`src/asbi_defines.svh`:
```
`ifndef ASBI_DEFINES_SVH
`define ASBI_DEFINES_SVH

// ----------------------------------------------------------------------
// clock and conversion
// ----------------------------------------------------------------------
`define ASBI_CLK_PERIOD_NS 25
// least times round up to whole cycles
`define ASBI_NS2CYC(ns) (((ns) + `ASBI_CLK_PERIOD_NS - 1) / `ASBI_CLK_PERIOD_NS)

// ----------------------------------------------------------------------
// bus widths and synchroniser stages
// ----------------------------------------------------------------------
`define ASBI_ADDR_W 17
`define ASBI_DATA_W 8
`define ASBI_SYNC_STAGES 3

// ----------------------------------------------------------------------
// device timing in ns, fast and slow grade
// ----------------------------------------------------------------------
`define ASBI_ADDR_ACCESS_DELAY_FAST 55
`define ASBI_ADDR_ACCESS_DELAY_SLOW 70
`define ASBI_CYCLE_TIME_FAST 55
`define ASBI_CYCLE_TIME_SLOW 70
`define ASBI_SELECT_TO_WRITE_END_FAST 45
`define ASBI_SELECT_TO_WRITE_END_SLOW 60
`define ASBI_WADDR_SETUP_END_FAST 45
`define ASBI_WADDR_SETUP_END_SLOW 60
`define ASBI_STROBE_PULSE_MIN_FAST 45
`define ASBI_STROBE_PULSE_MIN_SLOW 50
`define ASBI_WDATA_SETUP_FAST 45
`define ASBI_WDATA_SETUP_SLOW 55

`endif

```
`src/asbi_pkg.sv`:
```
`include "asbi_defines.svh"

package asbi_pkg;

   // ----------------------------------------------------------------------
   // controller states
   // ----------------------------------------------------------------------
   typedef enum logic [2:0] {
      ST_IDLE = 3'b000,
      ST_WR_SETUP = 3'b001,
      ST_WR_PULSE = 3'b010,
      ST_WR_END = 3'b011,
      ST_RD_WAIT = 3'b100
   } asbi_state_e;

   // ----------------------------------------------------------------------
   // user request and memory pin group
   // ----------------------------------------------------------------------
   typedef struct packed {
      logic write;
      logic [`ASBI_ADDR_W-1:0] addr;
      logic [`ASBI_DATA_W-1:0] wdata;
   } asbi_req_s;

   typedef struct packed {
      logic [`ASBI_ADDR_W-1:0] addr;
      logic selectActiveLowN;
      logic selectActiveHigh;
      logic gateN;
      logic strobeN;
   } asbi_pins_s;

endpackage : asbi_pkg

```
`src/asbi_host.sv`:
```
`timescale 1ns/10ps
`include "asbi_defines.svh"

// Operation
// read data valid 55/70 ns after select
// new read address gives data in 55/70
// old data held 5 ns after address change
// gate low gives data in 20/35 ns
// deselect reaches standby within 55/70 ns
// strobe stays high during every read
// address valid no later than select
// write needs both selects and strobe active
// any control leaving active ends write
// write data stable 45/55 before end
// address valid 45/60 before write end
// select 45/60 and strobe pulse 45/50
// gate high keeps lines released during write
// deselect with strobe rise stays released
// gate low: no drive until lines released
// lines released when deselected or disabled
// valid read drives the addressed byte
// array holds 131072 bytes, 17-bit address
// accesses spaced by the grade cycle time
module asbi_host #(
   parameter bit FAST_GRADE = 1'b1
) (
   // clock and reset
   input wire logic clk,
   input wire logic reset_n,
   // user request
   input wire logic reqValid,
   input wire asbi_pkg::asbi_req_s req,
   output logic reqReady,
   // user read answer
   output logic rspValid,
   output logic [`ASBI_DATA_W-1:0] rspData,
   // memory control pins
   output asbi_pkg::asbi_pins_s pins,
   // memory data lines, three signals
   input wire logic [`ASBI_DATA_W-1:0] byteLinesIn,
   output logic [`ASBI_DATA_W-1:0] byteLinesOut,
   output logic byteLinesOe
);

   // ----------------------------------------------------------------------
   // timing in cycles
   // ----------------------------------------------------------------------
   localparam int ACC_NS = FAST_GRADE ? `ASBI_ADDR_ACCESS_DELAY_FAST : `ASBI_ADDR_ACCESS_DELAY_SLOW;
   localparam int CYC_NS = FAST_GRADE ? `ASBI_CYCLE_TIME_FAST : `ASBI_CYCLE_TIME_SLOW;
   localparam int SCE_NS = FAST_GRADE ? `ASBI_SELECT_TO_WRITE_END_FAST
                                      : `ASBI_SELECT_TO_WRITE_END_SLOW;
   localparam int AW_NS = FAST_GRADE ? `ASBI_WADDR_SETUP_END_FAST : `ASBI_WADDR_SETUP_END_SLOW;
   localparam int PWE_NS = FAST_GRADE ? `ASBI_STROBE_PULSE_MIN_FAST : `ASBI_STROBE_PULSE_MIN_SLOW;
   localparam int SD_NS = FAST_GRADE ? `ASBI_WDATA_SETUP_FAST : `ASBI_WDATA_SETUP_SLOW;
   localparam int ACC_CYC = `ASBI_NS2CYC(ACC_NS);
   localparam int CYC_CYC = `ASBI_NS2CYC(CYC_NS);
   localparam int SD_CYC = `ASBI_NS2CYC(SD_NS);
   localparam int PWE_CYC = `ASBI_NS2CYC(PWE_NS);
   localparam int SCE_CYC = `ASBI_NS2CYC(SCE_NS);
   localparam int AW_CYC = `ASBI_NS2CYC(AW_NS);
   // strobe low long enough for pulse, data, address and select set-up
   localparam int WR_A = (SD_CYC > PWE_CYC) ? SD_CYC : PWE_CYC;
   localparam int WR_B = (SCE_CYC > AW_CYC) ? SCE_CYC : AW_CYC;
   localparam int WR_CYC = (WR_A > WR_B) ? WR_A : WR_B;
   // read waits for access plus the input synchroniser delay
   localparam int RD_CYC = ACC_CYC + `ASBI_SYNC_STAGES;
   localparam logic [3:0] WR_LOAD = 4'(WR_CYC - 1);
   localparam logic [3:0] RD_LOAD = 4'(RD_CYC - 1);

   // refuse timings the 4-bit counter cannot hold
   if (RD_CYC > 15 || WR_CYC > 15 || RD_CYC < CYC_CYC) begin : g_bad_timing
      $error("asbi_host: timing does not fit the cycle counter");
   end

   // ----------------------------------------------------------------------
   // state
   // ----------------------------------------------------------------------
   asbi_pkg::asbi_state_e state;
   logic [3:0] cnt;
   logic [`ASBI_DATA_W-1:0] sync1;
   logic [`ASBI_DATA_W-1:0] sync2;
   logic [`ASBI_DATA_W-1:0] sync3;
   logic accept;
   logic cntDone;
   logic syncAgree;
   logic rdFinish;

   assign accept = reqValid && reqReady;
   assign cntDone = (cnt == 4'h0);
   // a changing byte is taken only once two stages agree
   assign syncAgree = (sync2 == sync3);
   assign rdFinish = (state == asbi_pkg::ST_RD_WAIT) && cntDone && syncAgree;

   // three-stage synchroniser for the returning data lines
   always_ff @(posedge clk or negedge reset_n) begin
      if (!reset_n) begin
         sync1 <= 8'h00;
         sync2 <= 8'h00;
         sync3 <= 8'h00;
      end else begin
         sync1 <= byteLinesIn;
         sync2 <= sync1;
         sync3 <= sync2;
      end
   end

   // ----------------------------------------------------------------------
   // sequencer
   // ----------------------------------------------------------------------
   // state, cycle counter and request handshake
   always_ff @(posedge clk or negedge reset_n) begin
      if (!reset_n) begin
         state <= asbi_pkg::ST_IDLE;
         cnt <= 4'h0;
         reqReady <= 1'b0;
      end else begin
         unique case (state)
            asbi_pkg::ST_IDLE: begin
               reqReady <= !accept;
               if (accept) begin
                  state <= req.write ? asbi_pkg::ST_WR_SETUP : asbi_pkg::ST_RD_WAIT;
                  cnt <= req.write ? 4'h0 : RD_LOAD;
               end
            end
            asbi_pkg::ST_WR_SETUP: begin
               state <= asbi_pkg::ST_WR_PULSE;
               cnt <= WR_LOAD;
            end
            asbi_pkg::ST_WR_PULSE: begin
               if (cntDone) begin
                  state <= asbi_pkg::ST_WR_END;
               end else begin
                  cnt <= cnt - 4'h1;
               end
            end
            asbi_pkg::ST_WR_END: begin
               state <= asbi_pkg::ST_IDLE;
               reqReady <= 1'b1;
            end
            asbi_pkg::ST_RD_WAIT: begin
               if (rdFinish) begin
                  state <= asbi_pkg::ST_IDLE;
                  reqReady <= 1'b1;
               end else if (!cntDone) begin
                  cnt <= cnt - 4'h1;
               end
            end
            default: begin
               state <= asbi_pkg::ST_IDLE;
               reqReady <= 1'b1;
            end
         endcase
      end
   end

   // ----------------------------------------------------------------------
   // memory pins
   // ----------------------------------------------------------------------
   // address and selects change on one edge, so address is never late
   always_ff @(posedge clk or negedge reset_n) begin
      if (!reset_n) begin
         pins.addr <= 17'h00000;
         pins.selectActiveLowN <= 1'b1;
         pins.selectActiveHigh <= 1'b0;
         pins.gateN <= 1'b1;
         pins.strobeN <= 1'b1;
      end else begin
         if (state == asbi_pkg::ST_IDLE && accept) begin
            pins.addr <= req.addr;
            pins.selectActiveLowN <= 1'b0;
            pins.selectActiveHigh <= 1'b1;
            pins.strobeN <= 1'b1;
            pins.gateN <= req.write; // gate high on writes
         end else if (state == asbi_pkg::ST_WR_SETUP) begin
            pins.strobeN <= 1'b0;
         end else if (state == asbi_pkg::ST_WR_PULSE && cntDone) begin
            pins.strobeN <= 1'b1; // strobe ends the write
         end else if (state == asbi_pkg::ST_WR_END || rdFinish) begin
            // deselect a cycle after strobe rise keeps address hold
            pins.selectActiveLowN <= 1'b1;
            pins.selectActiveHigh <= 1'b0;
            pins.gateN <= 1'b1;
         end
      end
   end

   // write data driven only while gate is high, so no contention
   always_ff @(posedge clk or negedge reset_n) begin
      if (!reset_n) begin
         byteLinesOut <= 8'h00;
         byteLinesOe <= 1'b0;
      end else begin
         if (state == asbi_pkg::ST_IDLE && accept && req.write) begin
            byteLinesOut <= req.wdata;
            byteLinesOe <= 1'b1;
         end else if (state == asbi_pkg::ST_WR_END) begin
            byteLinesOe <= 1'b0;
         end
      end
   end

   // read answer, one-cycle pulse
   always_ff @(posedge clk or negedge reset_n) begin
      if (!reset_n) begin
         rspValid <= 1'b0;
         rspData <= 8'h00;
      end else begin
         rspValid <= rdFinish;
         if (rdFinish) begin
            rspData <= sync3;
         end
      end
   end

   // ----------------------------------------------------------------------
   // checks
   // ----------------------------------------------------------------------
   logic selected;
   logic [3:0] lowCnt;
   logic [3:0] selCnt;

   assign selected = !pins.selectActiveLowN && pins.selectActiveHigh;

   // helper counts of strobe-low and selected cycles, saturating
   always_ff @(posedge clk or negedge reset_n) begin
      if (!reset_n) begin
         lowCnt <= 4'h0;
         selCnt <= 4'h0;
      end else begin
         lowCnt <= pins.strobeN ? 4'h0 : ((lowCnt == 4'hF) ? lowCnt : lowCnt + 4'h1);
         selCnt <= !selected ? 4'h0 : ((selCnt == 4'hF) ? selCnt : selCnt + 4'h1);
      end
   end
endmodule : asbi_host

```
`config.mk`:
```
export PLATFORM = sky130hd
export DESIGN_NAME = asbi_host
export DESIGN_NICKNAME = d
export VERILOG_FILES = /design/src/asbi_pkg.sv /design/src/asbi_host.sv
export VERILOG_INCLUDE_DIRS = /design/src
export SDC_FILE = /design/constraint.sdc
export NUM_CORES = 1
export LEC_CHECK = 0
export ABC_AREA = 1
export BUFFER_PORTS_ARGS = -buffer_cell sky130_fd_sc_hd__buf_2
export CORE_ASPECT_RATIO = 0.5
export CORE_MARGIN = 10
export CORE_UTILIZATION = 50
export CTS_CLUSTER_DIAMETER = 120
export DETAILED_ROUTE_END_ITERATION = 10
export PLACE_DENSITY = 0.79
export SYNTH_ARGS = -nofsm -noshare
export SYNTH_HDL_FRONTEND = slang
export SYNTH_SLANG_ARGS = --single-unit
```
`constraint.sdc`:
```
create_clock -name clk -period 1.5 [get_ports clk]
set_input_delay 0.075 -clock clk [delete_from_list [all_inputs] [get_ports clk]]
set_output_delay 0.075 -clock clk [all_outputs]
set_load 0.05 [all_outputs]
```
Word level (Yosys, flattened, before mapping)
Index checks and enable logic that the tools add are counted.

Bits of input ports: 37. Output and inout bits: 40. Register bits after elaboration: 71. Word-level logic and storage cells: 67.

Add/sub/neg operators: 1. Eq/ne operators: 11. Bitwise operators: 1. Multiplexer cells: 20. Reductions and logical operators: 19.

Operators by type and width (count): 3-bit 2-to-1 mux (8); 4-bit 2-to-1 mux (4); 4-bit one-hot mux with 4 select lines (1); 2-bit inequality test (second input constant) (6); 3-bit one-hot mux with 4 select lines (1); 3-bit AND reduction (3); 8-bit equality test (1); 3-bit by 2-bit equality test with 1-bit output (second input constant) (2); 1-bit logical AND (6); 1-bit 2-to-1 mux (5); 4-bit logical NOT (1); 2-bit nonzero test (2); 4-bit nonzero test (1); 4-bit by 1-bit subtractor with 4-bit output (second input constant) (1); 3-bit by 1-bit equality test with 1-bit output (second input constant) (1); 3-bit equality test (second input constant) (1); 3-bit logical NOT (1); 1-bit one-hot mux with 3 select lines (1); 3-bit nonzero test (1); 2-bit AND reduction (1); 2-bit OR reduction (1); 1-bit logical NOT (1); 1-bit logical OR (1); 1-bit NOT (1).

Longest topological paths before layout
Gate-level depths: netlist of the first run.

Depth after elaboration: 8. Gate-level depth with buffers: 10. Depth with buffers taken out: 10.

Worst setup path before layout of the first run
OpenSTA, ideal clock, no wires.

Kind: register to register. Start: register reqReady. End: register byteLinesOut[0]. Library setup time: 125 ps. Clock period less this slack: 1494 ps. Stages on the path, launching flop included: 7. Data arrival time: 1369 ps. Buffers on the path: 0. Required time: 1375 ps. Setup slack: 6 ps. Cells stage by stage: dfrtp_1 nand2_1 inv_1 nand2_2 inv_2 nand2_4 mux2_4.

Cells in the longest elaborated chain, start to end: 3.

Ends and longest elaborated chain: start, declared (RTL line asbi_host.sv:33) `output logic reqReady,`; start signal, assigned (RTL line asbi_host.sv:119) `reqReady <= !accept;`; 1-bit logical AND (RTL line asbi_host.sv:88) `assign accept = reqValid && reqReady;`; 1-bit logical AND (2 in series) (RTL line asbi_host.sv:193) `if (state == asbi_pkg::ST_IDLE && accept && req.write) begin`; end signal, assigned (RTL line asbi_host.sv:194) `byteLinesOut <= req.wdata;`; end, declared (RTL line asbi_host.sv:41) `` output logic [`ASBI_DATA_W-1:0] byteLinesOut, ``.

No other way between the ends. A chain may end at the register's enable or synchronous reset.

Worst setup path in the final report of the first run
Start: register state[0]. End: register cnt[1].

Cells in the longest elaborated chain, start to end: 5. Elaborated cells between the ends (all ways): 11. Those cells by class: eq/ne: 5; mux: 1; reduce/logical: 5.

Ends and longest elaborated chain: start, declared (RTL line asbi_host.sv:78) `asbi_pkg::asbi_state_e state;`; start signal, assigned (RTL line asbi_host.sv:113) `state <= asbi_pkg::ST_IDLE;`; start signal, assigned (RTL line asbi_host.sv:121) `state <= req.write ? asbi_pkg::ST_WR_SETUP : asbi_pkg::ST_RD_WAIT;`; start signal, assigned (RTL line asbi_host.sv:126) `state <= asbi_pkg::ST_WR_PULSE;`; 3-bit equality test (RTL line asbi_host.sv:92, asbi_host.sv:117); 1-bit logical AND (2 in series) (RTL line asbi_host.sv:92) `assign rdFinish = (state == asbi_pkg::ST_RD_WAIT) && cntDone && syncAgree;`; 2-bit inequality test (no source line); 3-bit AND reduction (no source line); end signal, assigned (RTL line asbi_host.sv:122) `cnt <= req.write ? 4'h0 : RD_LOAD;`; end signal, assigned (RTL line asbi_host.sv:133) `cnt <= cnt - 4'h1;`; end signal, assigned (RTL line asbi_host.sv:145) `cnt <= cnt - 4'h1;`; end, declared (RTL line asbi_host.sv:79) `logic [3:0] cnt;`.

Several ways; a longest one is shown, not always the timed one.

==> flow_summary.yaml, run 1 <==
floorplanning:
  ioPinCount: 77
  dieArea_mm2: 0.00937
  start_util: 0.522
  coreArea_mm2: 0.00552
  rows: 19
  fp.dieW_um: 127
  die_h_um: 73.6
power:
  ir_worst_vdd_mv: 1.55
  power.density_mw_per_mm2: 2050
  leakage_nw: 2.32
synth:
  synth_nets: 328
  avgSynthCellArea_um2: 9.92
  netlist_area_mm2: 0.00288
  synthArstFlopShare: 1.00
  yosys-top-cells-count: "nand2_1, dfrtp_1, inv_1"
  synth_flop_cell: "dfrtp_1"
  synth-simple-area-share: 0.222
  synth_cells: 290
  synth.largest_area_cell: "dfrtp_1"
  synth_fa_ha_area_frac: 0.00435
  synth_top_family_by_area: "simple AND/OR/NAND/NOR gates"
  synth_compound_area_frac: 0.0422
  synthXorXnorAreaFrac: 0.00609
  synthTopCellsByArea: "dfrtp_1, nand2_1, inv_1"
  synth_edf_count: 0
  synth.distinct_cells: 26
  ys_seq_area_frac: 0.619
  yosysWarnings: 0
  synth-seq-cells: 71
  synthMuxAreaShare: 0.0418
  synth_top_area_frac: 0.592
  synthMostInstantiatedCell: "nand2_1"
sta:
  worst_slack_ps: -53.1
  fin_worst_skew_ps: 6.95
  final.setup.tns_ps: -246
  fmax_mhz: 644
  setup-violations-final: 14
  holdWs_ps: 157
  rsz0062_at_grt: "true"
  finalHoldViolations: 0
  finalCriticalPeriod_ps: 1550
  drv_slew: 0
  post-route-period-util: 1.04
  relSlewSlack: 0.755
  worst_pin_slew_ps: 367
layout:
  multi_input_area_mm2: 0.00100
  drive_gt1_frac: 0.400
  layoutNonFillerInstCount: 496
  finalInstanceArea_mm2: 0.00423
  n_antenna_cell: 0
  fin_util: 0.767
  synthToLayoutAreaGrowth_pct: 47.1
  ff_latch_area_mm2: 0.00178
  n_fill_cell: 310
  fin_nets: 456
clocking:
  cts_buffer_depth: 2
  cts-root-buf: "clkbuf_16"
  tritoncts.num_buffers: 9
  clkTransAtPathRegs_ps: 60
  tritoncts: "yes"
  cts_sinks: 71
  htreeDepth: 3
  clock_latency_ps: 330
setup_path:
  rrSetupSlack_ps: -50
  path_class: "flop to flop"
  critPathMostFrequentCell: "nand2_1"
  cp-start-kind: "flop"
  worstPathCellList: "nor2_2, nand2_2, nand2_1, nand3_1, o21ai_2, nor2_4, nand2_1, o21ai_0"
  path_buf_inv: 0
  end_kind: "flop"
  crit_required_ps: 1700
  max_stage_delay_ps: 460
  cp_max_fo: 7
  arrival_ps: 1750
  crit_family: "simple AND/OR/NAND/NOR gates"
  worst_path_max_delay_cell: "dfrtp_2"
placement:
  place_inst: 439
  gp_congestion: 0.758
  postPlaceCellArea_mm2: 0.00335
  io_buffer_count: 76
  dp_hpwl_um: 4500
grt:
  grt_max_degree: 72
  antenna_found_initial: 0
  grt_pass1_vias: 2457
  grtUsageTotal: 0.165
  grt_pass1_wl_um: 12100
  grt_remaining_overflow: 0
route:
  drt_pre_antenna_iters: 4
  wl_um: 8400
  antenna_left: 0
  routedWlPerCell_um: 16.9
  via_per_inst: 4.99
  drt_iter0_markers: 217
  route.detailed.drc: 0
  vias: 2476
run:
  maxCapViolCount: 0
worst_hold_path:
  hp-class: "input port to flop"
outcome:
  violations: "setup timing"
  status: "finished, violations left"
## metal layers
metal / track usage / vias to the layer above / part of all wire
met2: 0.300 / 98 / 0.53
met1: 0.166 / 1204 / 0.37
met4: 0.0690 / 0 / 0.028
met3: 0.0711 / 28 / 0.068
met5: 0 / - / 0
li1: - / 1146 / -
## flip-flops by register name, summed over array words and instances, names as in the netlist
register,count
sync2,8
byteLinesOut,8
state,3
byteLinesOe,1
cnt,4
rspData,8
rspValid,1
pins,21
sync1,8
reqReady,1
sync3,8
## cell families after synthesis
| family | count (synthesis) |
|---|---|
| AOI/OAI and AO/OA | 17 |
| xor gates and xnor gates | 2 |
| adders and majority gates | 1 |
| buffers and inverters | 43 |
| DFF | 71 |
| muxes | 8 |
| and+or+nand+nor | 148 |
## final cells by class
| cell class | instances | area share |
|---|---|---|
| clock buffer | 11 | 0.0597 |
| clock inverter | 5 | 0.0245 |
| inverter | 38 | 0.0337 |
| multi-input combinational | 176 | 0.237 |
| sequential | 71 | 0.422 |
| tap | 73 | 0.0216 |
| timing repair buffer | 122 | 0.202 |
## metrics by stage
stage	setup WS [ps]	total power, mW
after floorplan	6.17	4.97
after global placement	68.2	5.63
after detailed placement	-29.6	5.74
after CTS	11.4	8.42
after global routing	-104	9.04
final	-53.1	8.68
## worst min-delay path: stages
cell     delay (ps)
buf_2           140
nand2_4         140
nand2_1          90
## placed cells by master (no fill, tap or decap), types with 4 or more instances in the layout
cell,Yosys,layout
nand2_2,5,13
dlygate4sd3_1,0,34
inv_1,34,30
o21ai_0,5,5
buf_4,0,9
nor2_1,10,5
mux2_4,8,8
nand3_1,6,4
buf_2,2,76
o21ai_2,7,8
dfrtp_1,68,65
nor2_2,8,10
clkbuf_16,0,10
nand2_1,110,101
inv_2,4,8
## where the power goes
part           switching, mW  total, mW  internal [mW]  leakage, nW
Combinational           2.43       3.44           1.01         1.27
Sequential             0.328       2.74           2.41        0.876
Clock                  0.782       2.50           1.71        0.176
Total                   3.54       8.68           5.14         2.32
## repair_timing
action / CTS / global route
cloned: 0 / 1
endpoints found under the hold margin: 101 / 0
pin swaps: 7 / 7
buffers inserted: 2 / 4
hold buffers: 34 / 0
setup endpoints to repair: 11 / 16
resized for setup: 9 / 23
## final timing paths
path                                      start                 endpoint  cells past startpoint
setup / recovery           state[0]$_DFFE_PN0P_       cnt[1]$_DFFE_PN0P_                      8
hold / removal                          req[25]  byteLinesOe$_DFFE_PN0P_                      3
setup reg to reg           state[0]$_DFFE_PN0P_       cnt[1]$_DFFE_PN0P_                      8
hold reg to reg              sync1[4]$_DFF_PN0_       sync2[4]$_DFF_PN0_                      0
max in group asynchronous               reset_n      pins[1]$_DFFE_PN1P_                      3
min in group asynchronous               reset_n       sync3[3]$_DFF_PN0_                      3
Power figures use the tool's default switching activity.
==> inputs of run 2 (changes only) <==
Settings changed: MAX_ROUTING_LAYER set to met4.
==> run 2 against run 1 <==
Effect of this change: cell count stayed put; critical path type unchanged; routed wire length grew 1.1%; the flow still finishes with violations (setup timing); maximum frequency down 2.1%; flip-flop and latch count is the same; critical endpoint unchanged; core utilization up 0.32 points; sequential power about the same; power is 0.76% higher; clock skew about the same; combinational power is 2% higher; design area rose by 0.41%.
==> flow_summary.yaml, run 2 (synthesis gave the netlist of run 1 again) <==
outcome:
  status: "finished, violations left"
  violations: "setup timing"
sta:
  fin_worst_skew_ps: 6.52
  finalCriticalPeriod_ps: 1590
  drv_slew: 0
  final.setup.tns_ps: -326
  fmax_mhz: 630
  post-route-period-util: 1.06
  worst_pin_slew_ps: 384
  worst_slack_ps: -86.7
  finalHoldViolations: 0
  setup-violations-final: 12
  rsz0062_at_grt: "true"
  relSlewSlack: 0.742
  holdWs_ps: 162
clocking:
  cts_buffer_depth: 2
  tritoncts: "yes"
  htreeDepth: 3
  tritoncts.num_buffers: 9
  cts-root-buf: "clkbuf_16"
  clock_latency_ps: 330
  clkTransAtPathRegs_ps: 60
  cts_sinks: 71
grt:
  grt_pass1_wl_um: 12100
  grt_pass1_vias: 2444
  grtUsageTotal: 0.170
  grt_max_degree: 72
  grt_remaining_overflow: 0
  antenna_found_initial: 0
floorplanning:
  die_h_um: 73.6
  start_util: 0.522
  coreArea_mm2: 0.00552
  fp.dieW_um: 127
  rows: 19
  dieArea_mm2: 0.00937
  ioPinCount: 77
power:
  leakage_nw: 2.33
  power.density_mw_per_mm2: 2060
  finalPower_mw: 8.75
  ir_worst_vdd_mv: 1.56
layout:
  final_common_cell: "nand2_1"
  fin_nets: 456
  n_antenna_cell: 0
  final_cell_mix: "nand2_1, buf_2, dfrtp_1"
  largest_reg_flops: 21
  fin_util: 0.770
  drive_gt1_frac: 0.402
  layoutNonFillerInstCount: 496
  regMostFlops: "pins"
  synthToLayoutAreaGrowth_pct: 47.7
  n_fill_cell: 304
  finalInstanceArea_mm2: 0.00425
placement:
  io_buffer_count: 76
  gp_congestion: 0.768
  pre_cts_slack_ps: -29.6
  postPlaceCellArea_mm2: 0.00335
  dp_hpwl_um: 4500
  place_inst: 439
route:
  antenna_left: 0
  vias: 2501
  via_per_inst: 5.04
  route.detailed.drc: 0
  wl_um: 8490
  drt_pre_antenna_iters: 4
  drt_iter0_markers: 212
  routedWlPerCell_um: 17.1
setup_path:
  cp_max_fo: 7
  cp-start-kind: "flop"
  arrival_ps: 1780
  max_stage_delay_ps: 450
  worst_path_max_delay_cell: "dfrtp_2"
  worstPathCellList: "nor2_4, nand2_4, nand2_1, nand3_2, o21ai_2, nor2_4, nand2_1, o21ai_0"
  crit_required_ps: 1690
  path_class: "flop to flop"
  end_kind: "flop"
run:
  maxCapViolCount: 0
worst_hold_path:
  hp-class: "input port to flop"
run 2: what timing repair did:
action                                  in CTS  in global routing
gates resized for setup                      9                 27
buffers inserted                             2                  4
pin swaps                                    7                  9
gates cloned                                 0                  1
endpoints found under the setup margin      11                 16
hold endpoints to repair                   101                  0
hold buffers                                34                  0
run 2: final timing paths:
| path | start | end | slack [ps] | cells past startpoint |
|---|---|---|---|---|
| setup / recovery | state[0]$_DFFE_PN0P_ | cnt[1]$_DFFE_PN0P_ | -90 | 8 |
| hold / removal | req[25] | byteLinesOe$_DFFE_PN0P_ | 160 | 3 |
| setup reg to reg | state[0]$_DFFE_PN0P_ | cnt[1]$_DFFE_PN0P_ | -90 | 8 |
| hold reg to reg | sync1[4]$_DFF_PN0_ | sync2[4]$_DFF_PN0_ | 350 | 0 |
| max in group asynchronous | reset_n | pins[1]$_DFFE_PN1P_ | 870 | 3 |
| min in group asynchronous | reset_n | sync3[3]$_DFF_PN0_ | 300 | 3 |
run 2: critical path: cells and delay by family (launching register included):
family           cells  cell delay (ps)
AND/OR/NAND/NOR      6              740
flip-flops           1              450
AO/OA/AOI/OAI        2              240
run 2: power breakdown:
group | internal, mW | leakage, nW | switching [mW] | total (mW)
combinational | 1.03 | 1.28 | 2.47 | 3.50
clock | 1.71 | 0.176 | 0.779 | 2.49
sequential | 2.41 | 0.876 | 0.338 | 2.75
total | 5.16 | 2.33 | 3.59 | 8.75
run 2: per-layer routing:
| metal | part of all wire | global-route usage | vias up |
|---|---|---|---|
| met5 | 0 | - | - |
| met4 | 0.031 | 0.0740 | 0 |
| met3 | 0.062 | 0.0567 | 26 |
| met2 | 0.53 | 0.299 | 113 |
| met1 | 0.38 | 0.174 | 1216 |
| li1 | - | - | 1146 |
run 2: final cells by class:
class | count | area (um2) | area share
clock buffers | 11 | 253 | 0.0595
clock inverters | 5 | 104 | 0.0244
inverters | 38 | 143 | 0.0336
multi-input cells | 176 | 1020 | 0.240
flip-flops and latches | 71 | 1780 | 0.420
well taps | 73 | 91.3 | 0.0215
repair buffers | 122 | 853 | 0.201
